**config.mk**
```make
export PLATFORM = sky130hd
export DESIGN_NAME = dpgc_ctl
export DESIGN_NICKNAME = d
export VERILOG_FILES = /design/src/hw/dpgc_pkg.sv /design/src/hw/dpgc_timer.sv /design/src/hw/dpgc_ctl.sv
export VERILOG_INCLUDE_DIRS = /design/src /design/src/hw
export SDC_FILE = /design/constraint.sdc
export NUM_CORES = 1
export LEC_CHECK = 0
export ABC_AREA = 1
export CAP_MARGIN = 10
export CORE_MARGIN = 10
export CORE_UTILIZATION = 60
export DETAILED_ROUTE_END_ITERATION = 8
export DONT_BUFFER_PORTS = 1
export PLACE_DENSITY_LB_ADDON = 0.15
export SLEW_MARGIN = 30
export SYNTH_ARGS = -nofsm -noshare
export SYNTH_HDL_FRONTEND = slang
export SYNTH_SLANG_ARGS = --single-unit
```
**constraint.sdc**
```tcl
create_clock -name mclk -period 4.18 [get_ports mclk]
set_clock_uncertainty 0.15 [all_clocks]
set_input_delay 1.045 -clock mclk [delete_from_list [all_inputs] [get_ports mclk]]
set_output_delay 1.045 -clock mclk [all_outputs]
set_load 0.02 [all_outputs]
```
**src/hw/dpgc_map.svh**
```systemverilog
// constants for the power-down and gear-down control block
`ifndef DPGC_MAP_SVH
`define DPGC_MAP_SVH

// clock period of mclk in ns
`define DPGC_CLK_NS          5
// command-path disable delay after clock-enable falls, in clocks
`define DPGC_CPDED_CYC       4'h4
// multiplexed exit window after self-refresh exit, in ns
`define DPGC_MUX_EXIT_NS     30
// window length in clocks, rounded down (a longest time)
`define DPGC_MUX_EXIT_CYC    ((`DPGC_MUX_EXIT_NS) / (`DPGC_CLK_NS))
// mode register select, timer width and timer zero value
`define DPGC_MR_THREE        3'h3
`define DPGC_TIMER_W         4
`define DPGC_TIMER_ZERO      4'h0

`endif

```
**src/hw/dpgc_pkg.sv**
```systemverilog
// types shared by the power-down and gear-down control block
package dpgc_pkg;

    // decoded command bus as registered on a rising clock edge
    typedef struct packed {
        logic       deselect;
        logic       no_operation_cmd;
        logic       refresh;
        logic       mode_reg_write_cmd;
        logic [2:0] mr_sel;
        logic       addr_a3;
    } dpgc_cmd_t;

    // mode register bits that steer the block
    typedef struct packed {
        logic term_buf_disable;
        logic nominal_termination;
        logic park_termination;
        logic parity_en;
        logic cal_en;
    } dpgc_cfg_t;

    // pin and termination state shown to the rest of the device
    typedef struct packed {
        logic ca_rx_en;
        logic io_buf_en;
        logic term_rx_en;
        logic nom_term_on;
        logic park_term_on;
    } dpgc_buf_t;

    // gray-coded power state along idle, entry, power-down, self refresh, exit
    typedef enum logic [2:0] {
        DPGC_IDLE = 3'h0,
        DPGC_PDE  = 3'h1,
        DPGC_PD   = 3'h3,
        DPGC_SR   = 3'h2,
        DPGC_SRX  = 3'h6
    } dpgc_state_t;

    typedef enum logic [1:0] {
        DPGC_HALF  = 2'h0,
        DPGC_SYNC  = 2'h1,
        DPGC_QUART = 2'h3
    } dpgc_gear_t;

endpackage

```
**src/hw/dpgc_timer.sv**
```systemverilog
// loadable down counter with a done flag
`include "dpgc_map.svh"

module dpgc_timer (
    input  wire logic                      mclk,
    input  wire logic                      rst,
    input  wire logic                      load,
    input  wire logic [`DPGC_TIMER_W-1:0]  value,
    output logic                           done
);
    logic [`DPGC_TIMER_W-1:0] cnt_reg;
    logic [`DPGC_TIMER_W-1:0] cnt_next;

    always_comb
    begin
        cnt_next = cnt_reg;
        if (load)
        begin
            cnt_next = value;
        end
        else if (cnt_reg != `DPGC_TIMER_ZERO)
        begin
            cnt_next = cnt_reg - 1'b1;
        end
    end

    always_ff @(posedge mclk)
    begin
        if (rst)
        begin
            cnt_reg <= `DPGC_TIMER_ZERO;
        end
        else
        begin
            cnt_reg <= cnt_next;
        end
    end

    assign done = (cnt_reg == `DPGC_TIMER_ZERO) && !load;
endmodule

```
**src/hw/dpgc_ctl.sv**
```systemverilog
// power-down, self-refresh exit and gear-down control inside the memory device
`include "dpgc_map.svh"

module dpgc_ctl (
    input  wire logic               mclk,
    input  wire logic               rst,
    input  wire logic               cke,
    input  wire logic               dev_reset_n,
    input  dpgc_pkg::dpgc_cmd_t     cmd,
    input  dpgc_pkg::dpgc_cfg_t     cfg,
    input  wire logic               bank_open,
    input  wire logic               ops_busy,
    output dpgc_pkg::dpgc_buf_t     bufs,
    output logic                    pd_active,
    output logic                    pd_precharge,
    output logic                    selfref,
    output logic                    quarter_rate,
    output logic                    cmd_taken,
    output logic                    gear_uncertain
);
    // ----------------------------------------------------------------
    // state
    // ----------------------------------------------------------------
    dpgc_pkg::dpgc_state_t state_reg;
    dpgc_pkg::dpgc_state_t state_next;
    dpgc_pkg::dpgc_gear_t  gear_reg;
    dpgc_pkg::dpgc_gear_t  gear_next;
    dpgc_pkg::dpgc_buf_t   bufs_reg;
    dpgc_pkg::dpgc_buf_t   bufs_next;
    logic                  pd_active_reg;
    logic                  pd_active_next;
    logic                  pd_precharge_reg;
    logic                  pd_precharge_next;
    logic                  cmd_taken_reg;
    logic                  cmd_taken_next;
    logic                  uncertain_reg;
    logic                  uncertain_next;
    logic                  gear_window_reg;
    logic                  gear_window_next;
    logic                  sync_odd_reg;
    logic                  sync_odd_next;
    logic                  phase_reg;
    logic                  phase_next;
    logic                  nop_exit_ok_reg;
    logic                  nop_exit_ok_next;
    logic                  tmr_load;
    logic [`DPGC_TIMER_W-1:0] tmr_value;
    logic                  tmr_done;
    logic                  rx_on;
    logic                  sample;
    logic                  any_cmd;

    dpgc_timer u_timer (
        .mclk  (mclk),
        .rst   (rst),
        .load  (tmr_load),
        .value (tmr_value),
        .done  (tmr_done)
    );

    // ----------------------------------------------------------------
    // next-state logic
    // ----------------------------------------------------------------
    always_comb
    begin
        state_next        = state_reg;
        gear_next         = gear_reg;
        pd_active_next    = pd_active_reg;
        pd_precharge_next = pd_precharge_reg;
        uncertain_next    = uncertain_reg;
        gear_window_next  = gear_window_reg;
        sync_odd_next     = ~sync_odd_reg;
        phase_next        = ~phase_reg;
        nop_exit_ok_next  = nop_exit_ok_reg;
        cmd_taken_next    = 1'b0;
        tmr_load          = 1'b0;
        tmr_value         = `DPGC_CPDED_CYC;
        // receivers are live outside full power-down and self refresh
        rx_on   = (state_reg == dpgc_pkg::DPGC_IDLE) ||
                  (state_reg == dpgc_pkg::DPGC_PDE)  ||
                  (state_reg == dpgc_pkg::DPGC_SRX);
        // in quarter rate only the aligned edge samples control lines
        sample  = rx_on && cke && ((gear_reg != dpgc_pkg::DPGC_QUART) || phase_reg);
        any_cmd = !cmd.deselect;

        unique case (state_reg)
            dpgc_pkg::DPGC_IDLE:
            begin
                if (!cke && cmd.refresh)
                begin
                    state_next       = dpgc_pkg::DPGC_SR;
                    gear_next        = dpgc_pkg::DPGC_HALF;
                    nop_exit_ok_next = !cfg.parity_en && !cfg.cal_en;
                end
                else if (!cke && cmd.deselect)
                begin
                    state_next = dpgc_pkg::DPGC_PDE;
                    tmr_load   = 1'b1;
                end
                else if (sample && any_cmd)
                begin
                    cmd_taken_next = 1'b1;
                end
            end
            dpgc_pkg::DPGC_PDE:
            begin
                if (cke && cmd.deselect)
                begin
                    state_next = dpgc_pkg::DPGC_IDLE;
                end
                else if (tmr_done)
                begin
                    state_next = dpgc_pkg::DPGC_PD;
                end
            end
            dpgc_pkg::DPGC_PD:
            begin
                // only clock-enable is watched; the command bus is off
                if (cke)
                begin
                    state_next = dpgc_pkg::DPGC_IDLE;
                end
            end
            dpgc_pkg::DPGC_SR:
            begin
                if (cke && (cmd.deselect || (cmd.no_operation_cmd && nop_exit_ok_reg)))
                begin
                    state_next       = dpgc_pkg::DPGC_SRX;
                    gear_window_next = 1'b1;
                    tmr_load         = 1'b1;
                    tmr_value        = `DPGC_TIMER_W'(`DPGC_MUX_EXIT_CYC);
                end
            end
            dpgc_pkg::DPGC_SRX:
            begin
                // only no-op or deselect is expected inside the exit window
                if (tmr_done)
                begin
                    state_next = dpgc_pkg::DPGC_IDLE;
                end
            end
            default:
            begin
                state_next = dpgc_pkg::DPGC_IDLE;
            end
        endcase

        // power-down flavour settles once in-flight work drains
        if (state_next == dpgc_pkg::DPGC_PDE || state_next == dpgc_pkg::DPGC_PD)
        begin
            pd_active_next = 1'b1;
            if (!ops_busy)
            begin
                pd_precharge_next = !bank_open;
            end
        end
        else
        begin
            pd_active_next    = 1'b0;
            pd_precharge_next = 1'b0;
        end

        // gear-down sequence
        if (sample && cmd.mode_reg_write_cmd && cmd.mr_sel == `DPGC_MR_THREE)
        begin
            if (cmd.addr_a3 && gear_window_reg && gear_reg == dpgc_pkg::DPGC_HALF)
            begin
                gear_next     = dpgc_pkg::DPGC_SYNC;
                sync_odd_next = 1'b1;
            end
            else if (!cmd.addr_a3 && gear_reg == dpgc_pkg::DPGC_QUART)
            begin
                uncertain_next = 1'b1;
            end
        end
        else if (gear_reg == dpgc_pkg::DPGC_SYNC && rx_on && cmd.no_operation_cmd)
        begin
            if (!sync_odd_reg)
            begin
                gear_next  = dpgc_pkg::DPGC_QUART;
                phase_next = 1'b0;
            end
            else
            begin
                gear_next = dpgc_pkg::DPGC_HALF;
            end
        end
        // any command other than refresh or a mode register write closes the window
        if (sample && any_cmd && !cmd.refresh && !cmd.mode_reg_write_cmd)
        begin
            gear_window_next = 1'b0;
        end
        if (state_next == dpgc_pkg::DPGC_SR)
        begin
            uncertain_next = 1'b0;
        end

        // reset pin pulls the device out of any state
        if (!dev_reset_n)
        begin
            state_next        = dpgc_pkg::DPGC_IDLE;
            gear_next         = dpgc_pkg::DPGC_HALF;
            gear_window_next  = 1'b1;
            pd_active_next    = 1'b0;
            pd_precharge_next = 1'b0;
            uncertain_next    = 1'b0;
            cmd_taken_next    = 1'b0;
        end

        // buffer and termination state, after the reset override
        bufs_next.ca_rx_en     = (state_next == dpgc_pkg::DPGC_IDLE) ||
                                 (state_next == dpgc_pkg::DPGC_PDE)  ||
                                 (state_next == dpgc_pkg::DPGC_SRX);
        bufs_next.io_buf_en    = (state_next == dpgc_pkg::DPGC_IDLE) ||
                                 (state_next == dpgc_pkg::DPGC_SRX);
        bufs_next.term_rx_en   = bufs_next.io_buf_en || !cfg.term_buf_disable;
        bufs_next.nom_term_on  = cfg.nominal_termination &&
                                 bufs_next.term_rx_en;
        bufs_next.park_term_on = cfg.park_termination;
    end

    // ----------------------------------------------------------------
    // registers
    // ----------------------------------------------------------------
    always_ff @(posedge mclk)
    begin
        if (rst)
        begin
            state_reg        <= dpgc_pkg::DPGC_IDLE;
            gear_reg         <= dpgc_pkg::DPGC_HALF;
            bufs_reg         <= '0;
            pd_active_reg    <= 1'b0;
            pd_precharge_reg <= 1'b0;
            cmd_taken_reg    <= 1'b0;
            uncertain_reg    <= 1'b0;
            gear_window_reg  <= 1'b1;
            sync_odd_reg     <= 1'b0;
            phase_reg        <= 1'b0;
            nop_exit_ok_reg  <= 1'b0;
        end
        else
        begin
            state_reg        <= state_next;
            gear_reg         <= gear_next;
            bufs_reg         <= bufs_next;
            pd_active_reg    <= pd_active_next;
            pd_precharge_reg <= pd_precharge_next;
            cmd_taken_reg    <= cmd_taken_next;
            uncertain_reg    <= uncertain_next;
            gear_window_reg  <= gear_window_next;
            sync_odd_reg     <= sync_odd_next;
            phase_reg        <= phase_next;
            nop_exit_ok_reg  <= nop_exit_ok_next;
        end
    end

    // ----------------------------------------------------------------
    // outputs
    // ----------------------------------------------------------------
    assign bufs           = bufs_reg;
    assign pd_active      = pd_active_reg;
    assign pd_precharge   = pd_precharge_reg;
    assign selfref        = (state_reg == dpgc_pkg::DPGC_SR);
    assign quarter_rate   = (gear_reg == dpgc_pkg::DPGC_QUART);
    assign cmd_taken      = cmd_taken_reg;
    assign gear_uncertain = uncertain_reg;
endmodule

```
* Word level (Yosys, flattened, before mapping)
Cells that the tools add are included.
** Cells by class
- Muxes and demuxes :: 33
- Bitwise logic cells :: 6
- Add/subtract/negate cells :: 1
- Equality and inequality tests :: 13
- Reductions and logical operators :: 54
** Operator list (count)
- $mux 3 :: 8
- $logic_and 1x1->1 :: 20
- $mux 2 :: 8
- $eq 3x2->1 const B :: 5
- $pmux 3 s5 :: 1
- $mux 1 :: 13
- $logic_not 1->1 :: 10
- $eq 3x1->1 const B :: 3
- $logic_or 1x1->1 :: 9
- $mux 4 :: 2
- $eq 3x3->1 const B :: 2
- $logic_not 3->1 :: 2
- $not 1->1 :: 6
- $reduce_bool 2->1 :: 3
- $reduce_or 3->1 :: 2
- $reduce_or 5->1 :: 1
- $logic_not 4->1 :: 1
- $reduce_and 2->1 :: 2
- $reduce_bool 4->1 :: 1
- $sub 4x1->4 const B :: 1
- $reduce_and 3->1 :: 1
- $eq 2x1->1 const B :: 1
- $eq 2x2->1 const B :: 1
- $logic_not 2->1 :: 1
- 3 further kinds :: 3
** Word-level totals
- Register bits :: 22
- Logic and storage cells :: 123
- Output and inout bits :: 11

* Depth between registers and ports, before layout
- Word-level depth :: 15
- Depth in mapped cells :: 10

* Hierarchy
From an unflattened synthesis, not the netlist that was laid out.
** Second synthesis, totals
- Cells, all modules :: 163
- Area total of the unflattened synthesis :: 1144.8 sq um
** Modules (own cells, without submodules)
- dpgc_ctl :: area each 885.8 sq um, instances 1, cells an instance 121
- dpgc_timer :: area each 259.0 sq um, instances 1, cells an instance 42

* Least setup slack after synthesis
OpenSTA, ideal clock, no wires.
- Path type :: in2reg
- Start :: input cke
- End :: register uncertain_reg, in the netlist gear_uncertain
- Stages :: 10
- Library setup time :: 0.116 ns
- Slack :: 2.101 ns
- Data arrival time :: 1.813 ns
- Required time :: 3.914 ns
- Cell sequence :: inv_1 nand2_1 nor2_1 nand2_2 nand3_2 nand2_2 nand3_1 nand3_1 o211ai_1 inv_1
** On the way
- Longest elaborated chain between the ends :: 12
** RTL lines
- start, declared :: RTL line dpgc_ctl.sv:7 : input wire logic cke,
- $logic_not 1->1 :: RTL line dpgc_ctl.sv:89, dpgc_ctl.sv:95
- $logic_and 1x1->1 :: RTL line dpgc_ctl.sv:95 : else if (!cke && cmd.deselect)
- $mux 1 :: RTL line dpgc_ctl.sv:95
- $mux 1 :: RTL line dpgc_ctl.sv:89 : if (!cke && cmd.refresh)
- $pmux 1 s2 :: RTL line dpgc_ctl.sv:86 : unique case (state_reg)
- $logic_not 1->1 :: RTL line dpgc_timer.sv:39 : assign done = (cnt_reg == `DPGC_TIMER_ZERO) && !load;
- $logic_and 1x1->1 :: RTL line dpgc_timer.sv:39
- $mux 3 :: RTL line dpgc_ctl.sv:111 : else if (tmr_done)
- $mux 3 :: RTL line dpgc_ctl.sv:107 : if (cke && cmd.deselect)
- $pmux 3 s5 :: RTL line dpgc_ctl.sv:86
- $eq 3x2->1 :: RTL line dpgc_ctl.sv:193 : if (state_next == dpgc_pkg::DPGC_SR)
- $reduce_or 3->1 (no source line)
- end signal, assigned :: RTL line dpgc_ctl.sv:249 : uncertain_reg <= uncertain_next;
- end, declared :: RTL line dpgc_ctl.sv:36 : logic uncertain_reg;
Several ways; a longest one is shown, not always the timed one.
A chain may end at the register's enable or synchronous reset.

* Worst setup path in the final report
- Start :: register state_reg[1]
- End :: output selfref
** On the way
- Longest elaborated chain between the ends :: 1
** RTL lines
- start, declared :: RTL line dpgc_ctl.sv:24 : dpgc_pkg::dpgc_state_t state_reg;
- start signal, assigned :: RTL line dpgc_ctl.sv:229 : state_reg <= dpgc_pkg::DPGC_IDLE;
- start signal, assigned :: RTL line dpgc_ctl.sv:243 : state_reg <= state_next;
- $eq 3x2->1 :: RTL line dpgc_ctl.sv:263 : assign selfref = (state_reg == dpgc_pkg::DPGC_SR);
- end, declared :: RTL line dpgc_ctl.sv:16 : output logic selfref,
Every way passes these cells.

==> out/qor.yml <==
worst_setup_path:
  timing.rr.start: "u_timer.cnt_reg[0]"
  worstReg2RegEnd: "gear_uncertain"
  worstPathRequired_ns: 2.98
  start_kind: "register"
  endpoint_kind: "primary output"
  r2r_slack_ns: 2.37
  worstPathArrival_ns: 1.14
  r2r_cells: 8
  path_class: "register to primary output"
  worstPathMaxFanout: 4
drt:
  drt_pass1_iterations: 4
  via_per_inst: 5.66
  drtIter0Drc: 33
  drc: 0
  dr_total_vias: 900
  detail-route-antenna-nets: 0
  wl_per_cell_um: 14.8
  wirelength_um: 2350
global_routing:
  grt_pass1_vias: 861
  grt_pass1_wl_um: 3750
  grt_max_degree: 13
  antenna_found_initial: 0
  grtUsageTotal: 0.130
  grt_remaining_overflow: 0
power:
  leakage_nw: 0.547
  vdd_drop_max_v: 0.000321
  powerDensity_nw_per_um2: 469
floorplan:
  pin_count: 30
  die_y_um: 61.9
  start_util: 0.624
  fp.dieArea_sq_um: 3830
  row_count: 15
  core_area_sq_um: 1690
  die_x_um: 61.9
placement:
  port_buffers: 0
  dp_hpwl_um: 1930
  dpl_cell_area_sq_um: 1070
  gp_congestion: 0.832
logic_synthesis:
  synth_nets: 160
  netlist_instances: 139
  synth_cell_type_count: 28
  yosysWarnings: 0
  ys_seq_area_frac: 0.418
  async_flop_share: 0
  ys_ff_latch: 22
  avgSynthCellArea_sq_um: 7.58
  netlist_area_sq_um: 1050
  synth_ff_type: "dfxtp_1"
  synth_edf_count: 0
layout:
  seq_area_sq_um: 440
  drive_above_1_share: 0.155
  nets: 164
  antenna_cells: 0
  largest_register_ffs: 5
  area_growth_pct: 5.11
  fill_cells: 155
  multi_input_area_sq_um: 523
  finalInstanceArea_sq_um: 1110
timing:
  rsz0062_at_grt: "false"
  final-hold-violation-count: 0
  finalSetupViolations: 0
  fmax_ghz: 0.427
  setup_tns_ns: 0
  maxSlewViolCount: 0
  maxSlewHeadroom: 0.747
  hold_slack_ns: 0.274
  worstMarginPinSlew_ns: 0.378
  min_period_over_period: 0.560
  timing.final.crit_period_ns: 2.34
clock_tree:
  cts.repair.resized: 0
  clock-sinks: 22
  cts_buffer_depth: 2
  cts_tree: "built"
  clkLatencyLatePin_ns: 0.30
  cts_setup_buffers: 0
  postCtsHoldBufs: 0
  cts-htree-levels: 1
  path_clk_slew_ns: 0.12
  cts_buffers: 3
  cts-root-buf: "clkbuf_4"
outcome:
  status: "complete, no violations"
worst_hold_path:
  hp-class: "register to register"
  hold_end: "sync_odd_reg"
  hold_path_depth: 1
  hold_start: "sync_odd_reg"
job:
  cap_violations: 0
==> placed cells by master, fill, tap and decap left out, drive strengths merged, types with 2 or more instances in the layout <==
| cell | count |
|---|---|
| nor3 | 4 |
| o21ai | 5 |
| o211ai | 2 |
| a21oi | 8 |
| o211a | 2 |
| clkbuf | 4 |
| nand4 | 4 |
| inv | 23 |
| ha | 2 |
| nand3 | 7 |
| dfxtp | 22 |
| nor2 | 25 |
| nor4 | 2 |
| nand2 | 25 |
==> cells by family after synthesis <==
logic type      count (synthesis)  synth area share
buf+inv                        24            0.0855
xor+xnor                        2            0.0166
flops                          22             0.418
fa+ha+maj                       2            0.0237
simple gates                   70             0.341
compound gates                 19             0.115
==> critical path, stage by stage, from the launching register on <==
cell	delay (ns)
dfxtp_1	0.43
nand2_2	0.10
nor2_2	0.31
==> report_power, final <==
group,total (W),switching (W),internal (W)
Combinational,0.000144,0.0000785,0.0000654
Clock,0.000116,0.0000624,0.0000532
Sequential,0.000260,0.0000251,0.000235
Total,0.000519,0.000166,0.000353
==> Yosys cell counts, types with 2 or more instances <==
master | instances | area (sq um)
nand3_2 | 2 | 20.0
o21ai_0 | 4 | 20.0
nor3_1 | 3 | 15.0
o211a_1 | 2 | 20.0
nor2_2 | 5 | 31.3
nor4_1 | 2 | 12.5
nand3_1 | 5 | 25.0
nand2_2 | 5 | 31.3
nor2_1 | 20 | 75.1
o211ai_1 | 2 | 15.0
a21oi_1 | 7 | 35.0
ha_1 | 2 | 25.0
nand2_1 | 20 | 75.1
nand4_1 | 3 | 18.8
dfxtp_1 | 22 | 440
inv_1 | 23 | 86.3
==> worst max-delay path by stage <==
| stage | from | endpoint | cells after the start |
|---|---|---|---|
| floorplan | cke | gear_uncertain | 10 |
| global placement | cke | bufs[2] | 10 |
| detailed placement | cke | gear_uncertain | 10 |
| CTS | state_reg[1] | selfref | 2 |
| global route | state_reg[1] | selfref | 2 |
| finish | state_reg[1] | selfref | 2 |
==> per-stage QoR <==
stage | util | power, W | instances | setup WS [ns]
2_1_floorplan | - | 0.000385 | 139 | 2.10
3_3_place_gp | 0.634 | 0.000405 | 155 | 1.96
3_5_place_dp | 0.634 | 0.000408 | 155 | 1.94
4_1_cts | 0.656 | 0.000525 | 159 | 1.84
5_1_grt | 0.656 | 0.000556 | 159 | 1.80
6_report | 0.656 | 0.000519 | 159 | 1.84
==> layout make-up <==
class / instances / area share
well taps: 17 / 0.0192
flip-flops and latches: 22 / 0.398
clock buffers: 4 / 0.0328
multi-input cells: 93 / 0.472
inverters: 23 / 0.0780
==> layer usage <==
metal,routed length (um),vias to the layer above,global-route usage
met1,975,404,0.135
li1,-,455,-
met3,219,4,0.0467
met4,32,0,0.0478
met5,0,-,0
met2,1120,37,0.234
(Power assumes the default switching activity.)
